**src/include/fault_word_pkg.sv**
```systemverilog
// Constants for the controller fault summary word
package fault_word_pkg;
	// ------------------------------------------------------------
	// Register map
	// ------------------------------------------------------------
	localparam logic [7:0] ADDR_FAULT_WORD = 8'h00;
	localparam logic [7:0] ADDR_IRQ_MASK = 8'h04;
	localparam logic [7:0] ADDR_CONTROL = 8'h08;
	localparam logic [7:0] ADDR_STATE = 8'h0C;
	localparam logic [7:0] ADDR_EVENT_STATUS = 8'h10;
	// ------------------------------------------------------------
	// Field positions of the fault word
	// ------------------------------------------------------------
	localparam int BIT_REMOTE_STATION = 1;
	localparam int BIT_REMOTE_CONFIG = 2;
	localparam int BIT_LOCAL_STATUS = 3;
	localparam int BIT_LOCAL_CONFIG = 4;
	localparam int BIT_MEMORY_CARD = 5;
	localparam int BIT_BATTERY = 6;
	localparam int BIT_POWER = 7;
	localparam int BIT_RESTART_MARKER = 9;
	localparam int BIT_RUNTIME = 10;
	localparam int BIT_RETAINED = 11;
	localparam int BIT_CHECKSUM = 12;
	localparam int BIT_WATCHDOG = 13;
	localparam int BIT_DC_SUPPLY = 14;
	localparam int BIT_CYCLE_OVERRUN = 15;
	// Bits 0, 8 and 13 never set
	localparam logic [15:0] FAULT_IMPL_MASK = 16'hDEFE;
	localparam logic [15:0] CAT_E_MASK = 16'hFF00;
	localparam logic [15:0] FAULT_RESET = 16'h0000;
	localparam logic [15:0] MASK_RESET = 16'h0000;
	// Control register fields
	localparam int CTRL_HALT_AFTER_NR = 0;
	localparam logic [1:0] CTRL_RESET = 2'h0;
	// ------------------------------------------------------------
	// Modes and states
	// ------------------------------------------------------------
	typedef enum logic [1:0] {
		SW_HALT = 2'b00,
		SW_RUN = 2'b01,
		SW_RUN_MRESET = 2'b10
	} mode_sw_t;
	typedef enum logic [1:0] {
		ST_READY = 2'b00,
		ST_RUN = 2'b01,
		ST_NOT_READY = 2'b10
	} plc_state_t;
endpackage : fault_word_pkg

```
**src/rtl/fault_word.sv**
```systemverilog
// Controller fault summary word with LED view and Wishbone access
// How it works
// - Network error in any remote station sets bit 1.
// - Remote configuration or transmission error sets bit 2.
// - Local expansion module status error sets bit 3.
// - Wrong or faulty local expansion module sets bit 4.
// - Faulty or unsuitable memory card sets bit 5.
// - Low backup battery sets bit 6.
// - Power failure sets bit 7; DC supply failure sets bit 14.
// - Warm start after category E with halt option sets bit 9; marker reset needed.
// - Run-time program error sets bit 10.
// - Corrupted retained data sets bit 11.
// - User program checksum mismatch sets bit 12.
// - Scan exceeding maximum cycle time sets bit 15.
// - LEDs 1-7 show bits 1-7 in Run/Ready, 9-15 in Not Ready; LED 0 dark.
// - Switch at Run or Run/M reset plus reset button clears flags.
// - Any bit 8-15 set forces Not Ready.
// - Bits 0-7 are informational and never stop operation.
//
// Decided for this implementation: the Wishbone slave port and the register offsets.
`timescale 1ns/1ps
module fault_word
	import fault_word_pkg::*;
#(
	parameter int SCAN_DIV = 250
) (
	// Clock and reset
	input wire logic clk_i,
	input wire logic rst_i,
	// Wishbone slave
	input wire logic wb_cyc_i,
	input wire logic wb_stb_i,
	input wire logic wb_we_i,
	input wire logic [7:0] wb_adr_i,
	input wire logic [3:0] wb_sel_i,
	input wire logic [31:0] wb_dat_i,
	output logic [31:0] wb_dat_o,
	output logic wb_ack_o,
	// Fault sources
	input wire logic remote_station_fault_i,
	input wire logic remote_config_fault_i,
	input wire logic local_module_status_fault_i,
	input wire logic local_module_config_fault_i,
	input wire logic memory_card_fault_i,
	input wire logic battery_low_flag_i,
	input wire logic power_fail_i,
	input wire logic warm_start_i,
	input wire logic runtime_fault_i,
	input wire logic retained_data_corrupt_i,
	input wire logic program_checksum_fault_i,
	input wire logic dc_supply_fault_i,
	input wire logic cycle_overrun_fault_i,
	// Front panel
	input wire logic [1:0] mode_switch_i,
	input wire logic reset_button_i,
	output logic [7:0] led_o,
	output logic not_ready_o,
	output logic run_o,
	output logic restart_needs_marker_clear_o,
	output logic irq_o
);
	// ------------------------------------------------------------
	// State
	// ------------------------------------------------------------
	typedef struct packed {
		logic [15:0] fault;
		logic [15:0] mask;
		logic [1:0] ctrl;
		plc_state_t plc;
		logic btn_q;
		logic [7:0] led;
		logic irq;
		logic ack;
		logic [31:0] rdata;
	} fw_state_t;
	fw_state_t st, next_st;
	logic tick;
	logic [15:0] set_vec;
	logic [15:0] wmask;
	logic ack_press;
	logic wr;
	logic rd;

	function automatic logic [15:0] lane_mask(input logic [3:0] sel);
		lane_mask = {{8{sel[1]}}, {8{sel[0]}}};
	endfunction : lane_mask

	// ------------------------------------------------------------
	// Scan cycle clock
	// ------------------------------------------------------------
	scan_tick #(
		.DIV(SCAN_DIV)
	) u_tick (
		.clk_i(clk_i),
		.rst_i(rst_i),
		.tick_o(tick)
	);

	// ------------------------------------------------------------
	// Fault detection vector
	// ------------------------------------------------------------
	always_comb begin
		set_vec = 16'h0000;
		set_vec[BIT_REMOTE_STATION] = remote_station_fault_i;
		set_vec[BIT_REMOTE_CONFIG] = remote_config_fault_i;
		set_vec[BIT_LOCAL_STATUS] = local_module_status_fault_i;
		set_vec[BIT_LOCAL_CONFIG] = local_module_config_fault_i;
		set_vec[BIT_MEMORY_CARD] = memory_card_fault_i;
		set_vec[BIT_BATTERY] = battery_low_flag_i;
		set_vec[BIT_POWER] = power_fail_i;
		set_vec[BIT_DC_SUPPLY] = dc_supply_fault_i;
		// Warm start tried while halted on a category E error
		set_vec[BIT_RESTART_MARKER] = warm_start_i && st.ctrl[CTRL_HALT_AFTER_NR]
			&& (st.plc == ST_NOT_READY);
		set_vec[BIT_RUNTIME] = runtime_fault_i;
		set_vec[BIT_RETAINED] = retained_data_corrupt_i;
		set_vec[BIT_CHECKSUM] = program_checksum_fault_i;
		set_vec[BIT_CYCLE_OVERRUN] = cycle_overrun_fault_i;
		set_vec = set_vec & FAULT_IMPL_MASK;
	end

	assign wr = wb_cyc_i && wb_stb_i && wb_we_i && !st.ack;
	assign rd = wb_cyc_i && wb_stb_i && !wb_we_i && !st.ack;
	assign wmask = lane_mask(wb_sel_i);
	// Acknowledge on rising edge of button with switch in a run position
	assign ack_press = reset_button_i && !st.btn_q
		&& (mode_switch_i == SW_RUN || mode_switch_i == SW_RUN_MRESET);

	// ------------------------------------------------------------
	// Next state
	// ------------------------------------------------------------
	always_comb begin
		logic [15:0] clr;
		logic marker_restart;
		clr = 16'h0000;
		marker_restart = 1'b0;
		next_st = st;
		next_st.ack = 1'b0;
		next_st.btn_q = reset_button_i;

		// Wishbone register writes
		if (wr) begin
			next_st.ack = 1'b1;
			unique case (wb_adr_i)
				ADDR_IRQ_MASK: begin
					next_st.mask = (st.mask & ~wmask) | (wb_dat_i[15:0] & wmask);
				end
				ADDR_CONTROL: begin
					if (wb_sel_i[0]) begin
						next_st.ctrl = wb_dat_i[1:0];
					end
				end
				ADDR_EVENT_STATUS: begin
					clr = wb_dat_i[15:0] & wmask;
				end
				default: begin
				end
			endcase
		end
		if (rd) begin
			next_st.ack = 1'b1;
			unique case (wb_adr_i)
				ADDR_FAULT_WORD: next_st.rdata = {16'h0000, st.fault};
				ADDR_EVENT_STATUS: next_st.rdata = {16'h0000, st.fault};
				ADDR_IRQ_MASK: next_st.rdata = {16'h0000, st.mask};
				ADDR_CONTROL: next_st.rdata = {30'h00000000, st.ctrl};
				ADDR_STATE: next_st.rdata = {30'h00000000, st.plc};
				default: next_st.rdata = 32'h00000000;
			endcase
		end

		// Front panel acknowledge clears every flag
		if (ack_press) begin
			clr = 16'hFFFF;
		end
		// Latch until cleared; a new event wins over the clear
		next_st.fault = ((st.fault & ~clr) | set_vec) & FAULT_IMPL_MASK;

		// Controller state steps once per scan cycle
		if (tick) begin
			unique case (st.plc)
				ST_READY, ST_RUN: begin
					if ((st.fault & CAT_E_MASK) != 16'h0000) begin
						next_st.plc = ST_NOT_READY;
					end else if (mode_switch_i == SW_HALT) begin
						next_st.plc = ST_READY;
					end else begin
						next_st.plc = ST_RUN;
					end
				end
				ST_NOT_READY: begin
					// Leave only when all category E errors (bits 8-15) are gone and restart allowed
					marker_restart = !st.fault[BIT_RESTART_MARKER]
						|| mode_switch_i == SW_RUN_MRESET;
					if ((st.fault & CAT_E_MASK) == 16'h0000 && marker_restart) begin
						next_st.plc = ST_READY;
					end
				end
				default: next_st.plc = ST_NOT_READY;
			endcase
		end

		// LED view of the word
		next_st.led[0] = 1'b0;
		if (st.plc == ST_NOT_READY) begin
			next_st.led[7:1] = st.fault[15:9];
		end else begin
			next_st.led[7:1] = st.fault[7:1];
		end

		next_st.irq = (st.fault & st.mask) != 16'h0000;
	end

	// ------------------------------------------------------------
	// Registers
	// ------------------------------------------------------------
	always_ff @(posedge clk_i) begin
		if (rst_i) begin
			st <= '0;
			st.fault <= FAULT_RESET;
			st.mask <= MASK_RESET;
			st.ctrl <= CTRL_RESET;
			st.plc <= ST_READY;
		end else begin
			st <= next_st;
		end
	end

	// ------------------------------------------------------------
	// Outputs
	// ------------------------------------------------------------
	assign wb_dat_o = st.rdata;
	assign wb_ack_o = st.ack;
	assign led_o = st.led;
	assign irq_o = st.irq;
	assign not_ready_o = (st.plc == ST_NOT_READY);
	assign run_o = (st.plc == ST_RUN);
	assign restart_needs_marker_clear_o = st.fault[BIT_RESTART_MARKER];
endmodule : fault_word

```
**src/rtl/scan_tick.sv**
```systemverilog
// Scan cycle enable divider
`timescale 1ns/1ps
module scan_tick #(
	parameter int DIV = 250
) (
	// Clock and reset
	input wire logic clk_i,
	input wire logic rst_i,
	// Enable out
	output logic tick_o
);
	typedef struct packed {
		logic [15:0] cnt;
		logic tick;
	} tick_state_t;
	tick_state_t st, next_st;

	always_comb begin
		next_st = st;
		next_st.tick = 1'b0;
		if (st.cnt == 16'(DIV - 1)) begin
			next_st.cnt = 16'h0000;
			next_st.tick = 1'b1;
		end else begin
			next_st.cnt = st.cnt + 16'h0001;
		end
	end

	always_ff @(posedge clk_i) begin
		if (rst_i) begin
			st <= '0;
		end else begin
			st <= next_st;
		end
	end

	assign tick_o = st.tick;
endmodule : scan_tick

```
**config.mk**
```make
export PLATFORM = sky130hd
export DESIGN_NAME = fault_word
export DESIGN_NICKNAME = d
export VERILOG_FILES = /design/src/include/fault_word_pkg.sv /design/src/rtl/fault_word.sv /design/src/rtl/scan_tick.sv
export SDC_FILE = /design/constraint.sdc
export NUM_CORES = 1
export LEC_CHECK = 0
export BUFFER_PORTS_ARGS = -buffer_cell sky130_fd_sc_hd__buf_2
export CORE_ASPECT_RATIO = 0.8
export CORE_MARGIN = 2
export CORE_UTILIZATION = 55
export CTS_BUF_LIST = sky130_fd_sc_hd__clkbuf_16
export DETAILED_ROUTE_END_ITERATION = 8
export PLACE_DENSITY = 0.88
export SLEW_MARGIN = 5
export SYNTH_ARGS = -nofsm -noshare
export SYNTH_HDL_FRONTEND = slang
export SYNTH_SLANG_ARGS = --single-unit
```
**constraint.sdc**
```tcl
create_clock -name clk_i -period 3 [get_ports clk_i]
set_input_delay 0.45 -clock clk_i [delete_from_list [all_inputs] [get_ports clk_i]]
set_output_delay 0.45 -clock clk_i [all_outputs]
set_load 0.02 [all_outputs]
```
---- Yosys cells after proc, flatten, opt, wreduce, memory -nomap -nowiden ----
Cells that the tools add are included.
word-level totals
  register bits ........................... 96
  output and inout bits ................... 45
  input bits .............................. 65
  logic and storage cells ................. 72
cells by class
  add/subtract/negate cells ............... 1
  reduce and logical (&&, ||, !) cells .... 28
  equality and inequality tests ........... 10
  bitwise operators ....................... 8
  muxes and demuxes ....................... 12
operators with widths
  cell                   number
  $and 16x16->16         4
  $pmux 16 s4            1
  $mux 16                3
  $mux 33                1
  $not 16->16            2
  $or 16x16->16          2
  $reduce_bool 16->1     2
  $add 16x1->16 const B  1
  $eq 16x8->1 const B    1
  $eq 8x4->1 const B     2
  $logic_not 16->1       1
  $logic_and 1x1->1      10
  $eq 8x3->1 const B     1
  $eq 8x5->1 const B     1
  $logic_not 8->1        1
  $mux 7                 1
  $reduce_or 2->1        3
  $eq 2x1->1 const B     2
  $eq 2x2->1 const B     2
  $logic_not 1->1        4
  $logic_not 2->1        2
  $mux 2                 2
  $pmux 2 s2             1
  $reduce_and 2->1       2
  4 further kinds        7

---- Longest topological paths before layout ----
  word-level depth ........................ 8
  gate-level depth with buffers ........... 8
  gate-level depth less buffers ........... 6

---- Hierarchy ----
From an unflattened synthesis, not the netlist that was laid out.
second synthesis, totals
  cells, all modules ...................... 404
  area total of the unflattened synthesis .. 3779.9 sq um
by module, submodules not included
  module      area an instance (sq um)  instances  cells each  seq. area each (sq um)
  fault_word  2989.1                    1          321         1181.1
  scan_tick   790.8                     1          83          340.3

---- Worst setup path before layout ----
Ideal clock, no wire load.
  path type ............................... input port to flip-flop
  start ................................... input wb_adr_i[5]
  end ..................................... register st, in the netlist wb_dat_o[10]
  data arrival time ....................... 1.852 ns
  required time ........................... 2.930 ns
  slack ................................... 1.078 ns
  stages on the path ...................... 5
  setup time .............................. 0.070 ns
  cell sequence ........................... or3_4 -> or2_1 -> or4b_4 -> buf_6 -> o2bb2ai_1
between the ends
  word-level cells in the longest chain between the ends .. 3
  elaborated cells between the ends (all ways) .. 7
  classes of those cells .................. 4 x eq/ne; 1 x mux; 2 x reduce/logical
RTL lines
  element                                        line               source
  start: declaration                             fault_word.sv:34   input wire logic [7:0] wb_adr_i,
  $eq 8x5->1 or $logic_not 8->1 (tied branches)  fault_word.sv:162  unique case (wb_adr_i)
  $reduce_or 2->1 (no line)                      -
  $pmux 16 s4 (*)                                fault_word.sv:162
  end signal: assignment                         fault_word.sv:225  st <= next_st;
  end: declaration                               fault_word.sv:76   fw_state_t st, next_st;
Mark *: on every way between the ends. The rest lies on a longest branch, timed or not.
A chain may end at the register's enable or synchronous reset.

---- Final worst setup path ----
  start ................................... register st[43] in the netlist's numbering
  end ..................................... output not_ready_o
between the ends
  word-level cells in the longest chain between the ends .. 1
RTL lines
  element           line              source
  $eq 2x2->1        -
  end: declaration  fault_word.sv:57  output logic not_ready_o,
No other way between the ends.

==> results.sh <==
export IMPL_cp_arrival_ns=1.50
export IMPL_die_h_um=75.36
export IMPL_yosysSeqAreaShare_pct=43.46
export IMPL_cpMaxStageDelayCell="dfxtp_1"
export IMPL_synth_seq_cells=76
export IMPL_syn_area_mm2=0.003501
export IMPL_dpl_cell_area_mm2=0.003689
export IMPL_tritoncts="done"
export IMPL_finalSetupTns_ns=0
export IMPL_ant_nets=0
export IMPL_finalWeightedCongestion=0.9282
export IMPL_ir_drop_mv=0.3069
export IMPL_cpPeakStageDelay_ns=0.37
export IMPL_async_flop_share_pct=0
export IMPL_hpwlAfterDp_mm=5.980
export IMPL_post_place_ws_ns=0.7858
export IMPL_finalNetCount=512
export IMPL_clk_pin_slew_ns=0.06
export IMPL_post_cts_resized=0
export IMPL_portBuffers=74
export IMPL_critPathKind="reg -> out"
export IMPL_grt_pass1_vias=2816
export IMPL_synth_edf_count=0
export IMPL_diodes=0
export IMPL_p_per_area_mw_per_mm2=592.8
export IMPL_crit_path_max_fanout=9
export IMPL_pin_count=110
export IMPL_synth_cell_types=46
export IMPL_drt_iter0_markers=338
export IMPL_globalRouteOverflowTotal=0
export IMPL_final_cell_count_no_fill=529
export IMPL_fmax_mhz=511.6
export IMPL_end_kind="output port"
export IMPL_synth_most_common_cell="dfxtp_1"
export IMPL_rsz0062_at_grt="false"
export IMPL_grt_usage_pct=25.18
export IMPL_wl_per_cell_um=16.30
export IMPL_drt_wl_total_mm=8.624
export IMPL_crit_chain="nand2b_1, clkinv_1, buf_2"
export IMPL_n_fill_cell=488
export IMPL_synth_top_area_share_pct=43.46
export IMPL_cts_max_path_buffers=2
export IMPL_drive_gt1_share_pct=22.10
export IMPL_finalMaxSlewViolations=0
export IMPL_min_path_cells=2
export IMPL_clockRootBuffer="clkbuf_16"
export IMPL_outcome="complete, no violations"
export IMPL_grt_pass1_wl_mm=13.50
export IMPL_area_growth_synth_to_final_pct=14.62
export IMPL_worstMarginPinSlew_ns=0.8921
export IMPL_fp_coreArea_mm2=0.006037
export IMPL_cts_buffers=9
export IMPL_min_path_type="in -> reg"
export IMPL_critPathRequiredTime_ns=2.55
export IMPL_grt_max_degree=51
export IMPL_synth_main_ff_cell="dfxtp_1"
export IMPL_fin_crit_ns=1.954
export IMPL_hold_viol_final=0
export IMPL_finalWorstSetupSlack_ns=1.046
export IMPL_cts_htree_levels=3
export IMPL_antenna_found_initial=0
export IMPL_holdBufCountCts=0
export IMPL_clock_sinks=76
export IMPL_dp_cells=513
export IMPL_die_area_mm2=0.007024
export IMPL_critPathLaunchType="flop"
export IMPL_fin_crit_sh_pct=65.15
export IMPL_cap_violations=0
export IMPL_yosys_warnings=0
export IMPL_fin_area_mm2=0.004013
export IMPL_cts_setup_buffers=0
export IMPL_synth_largest_area_cell="dfxtp_1"
export IMPL_worstSkewPairLatency_ns=0.34
export IMPL_synth_avg_cell_area_um2=8.796
export IMPL_vias=3109
export IMPL_synth_area_leaders="dfxtp_1 43%, buf_4 8.6%, a21oi_1 4.7%, nor2_1 3.5%, a311oi_1 3.3%"
export IMPL_rr_worst_depth=4
export IMPL_maxSlewHeadroom_pct=40.52
export IMPL_core_rowCount=25
export IMPL_drc=0
export IMPL_p_leak_nw=1.648
export IMPL_setup_violations=0
export IMPL_syn_inst=398
export IMPL_die_x_um=93.20
export IMPL_start_util_pct=57.99
export IMPL_via_per_inst=5.877
export IMPL_first_pass_iters=5
export IMPL_synth_common_cells="76 x dfxtp_1, 40 x buf_4, 33 x a21oi_1, 33 x nor2_1, 29 x nand2_1"
export IMPL_skew_ns=0.004373
-- placed cells by master (no fill, tap or decap), types with 6 or more instances in the layout --
cell	Yosys	final
conb_1	1	17
clkbuf_16	0	9
nor2_1	33	33
nand2b_1	6	6
mux2i_1	9	9
o2bb2ai_1	13	13
nand3_1	18	18
xnor2_1	13	13
a21oi_1	33	33
a311oi_1	13	13
buf_2	0	74
nand4_1	6	6
nand2_1	29	29
dfxtp_1	76	76
nor3_1	6	6
inv_1	19	19
a22oi_1	15	15
nor4_1	8	6
-- layer usage --
metal | part of all wire [%] | wire length (µm) | vias up | global-route usage [%]
li1 | - | - | 1454 | -
met1 | 41 | 3553 | 1447 | 32.15
met2 | 46 | 3968 | 181 | 40.26
met3 | 11 | 938 | 27 | 8.210
met4 | 1.9 | 164 | 0 | 10.29
met5 | 0 | 0 | - | 0
-- layout make-up --
class | instances | area, µm² | share of cell area [%]
multi-input combinational | 259 | 1598 | 39.82
sequential | 76 | 1521 | 37.92
timing repair buffer | 77 | 392.9 | 9.791
clock buffer | 9 | 225.2 | 5.613
tap | 81 | 101.3 | 2.526
clock inverter | 7 | 98.84 | 2.463
inverter | 20 | 75.07 | 1.871
-- worst max-delay path, delay by kind of cell, from the launching register on --
kind / cells / cell delay, ns
simple gates: 1 / 0.26
buf+inv: 2 / 0.54
flops: 1 / 0.37
-- logic make-up after synthesis --
logic type                 share of synthesized area, %
and+or+nand+nor                                   18.84
AOI/OAI and AO/OA                                 16.80
buffers and inverters                             12.97
DFF                                               43.46
xor gates and xnor gates                          3.503
muxes                                             2.895
adders and majority gates                         1.430
other                                            0.1071
-- where the power goes --
group          switching (mW)  internal (mW)  total (mW)
combinational           0.101         0.0545       0.156
clock                   0.436          0.732        1.17
sequential             0.0235           1.03        1.05
total                   0.561           1.82        2.38
-- path summary, 6_finish.rpt --
kind | start | end | slack, ns
hold reg to reg | wb_dat_o[13] | wb_dat_o[13] | 0.46
setup reg to reg | wb_ack_o | st[68] | 1.07
setup / recovery | st[43] | not_ready_o | 1.05
hold / removal | wb_dat_i[12] | st[75] | 0.33
-- metrics by stage --
step	hold WS, ns	util [%]	power, mW
after global routing	0.3146	66.47	2.446
after floorplan	0.4319	-	1.182
after CTS	0.3171	66.47	2.376
after detailed placement	0.4422	61.10	1.226
final	0.3255	66.47	2.379
after global placement	0.4390	61.10	1.220
Power figures use the tool's default switching activity.
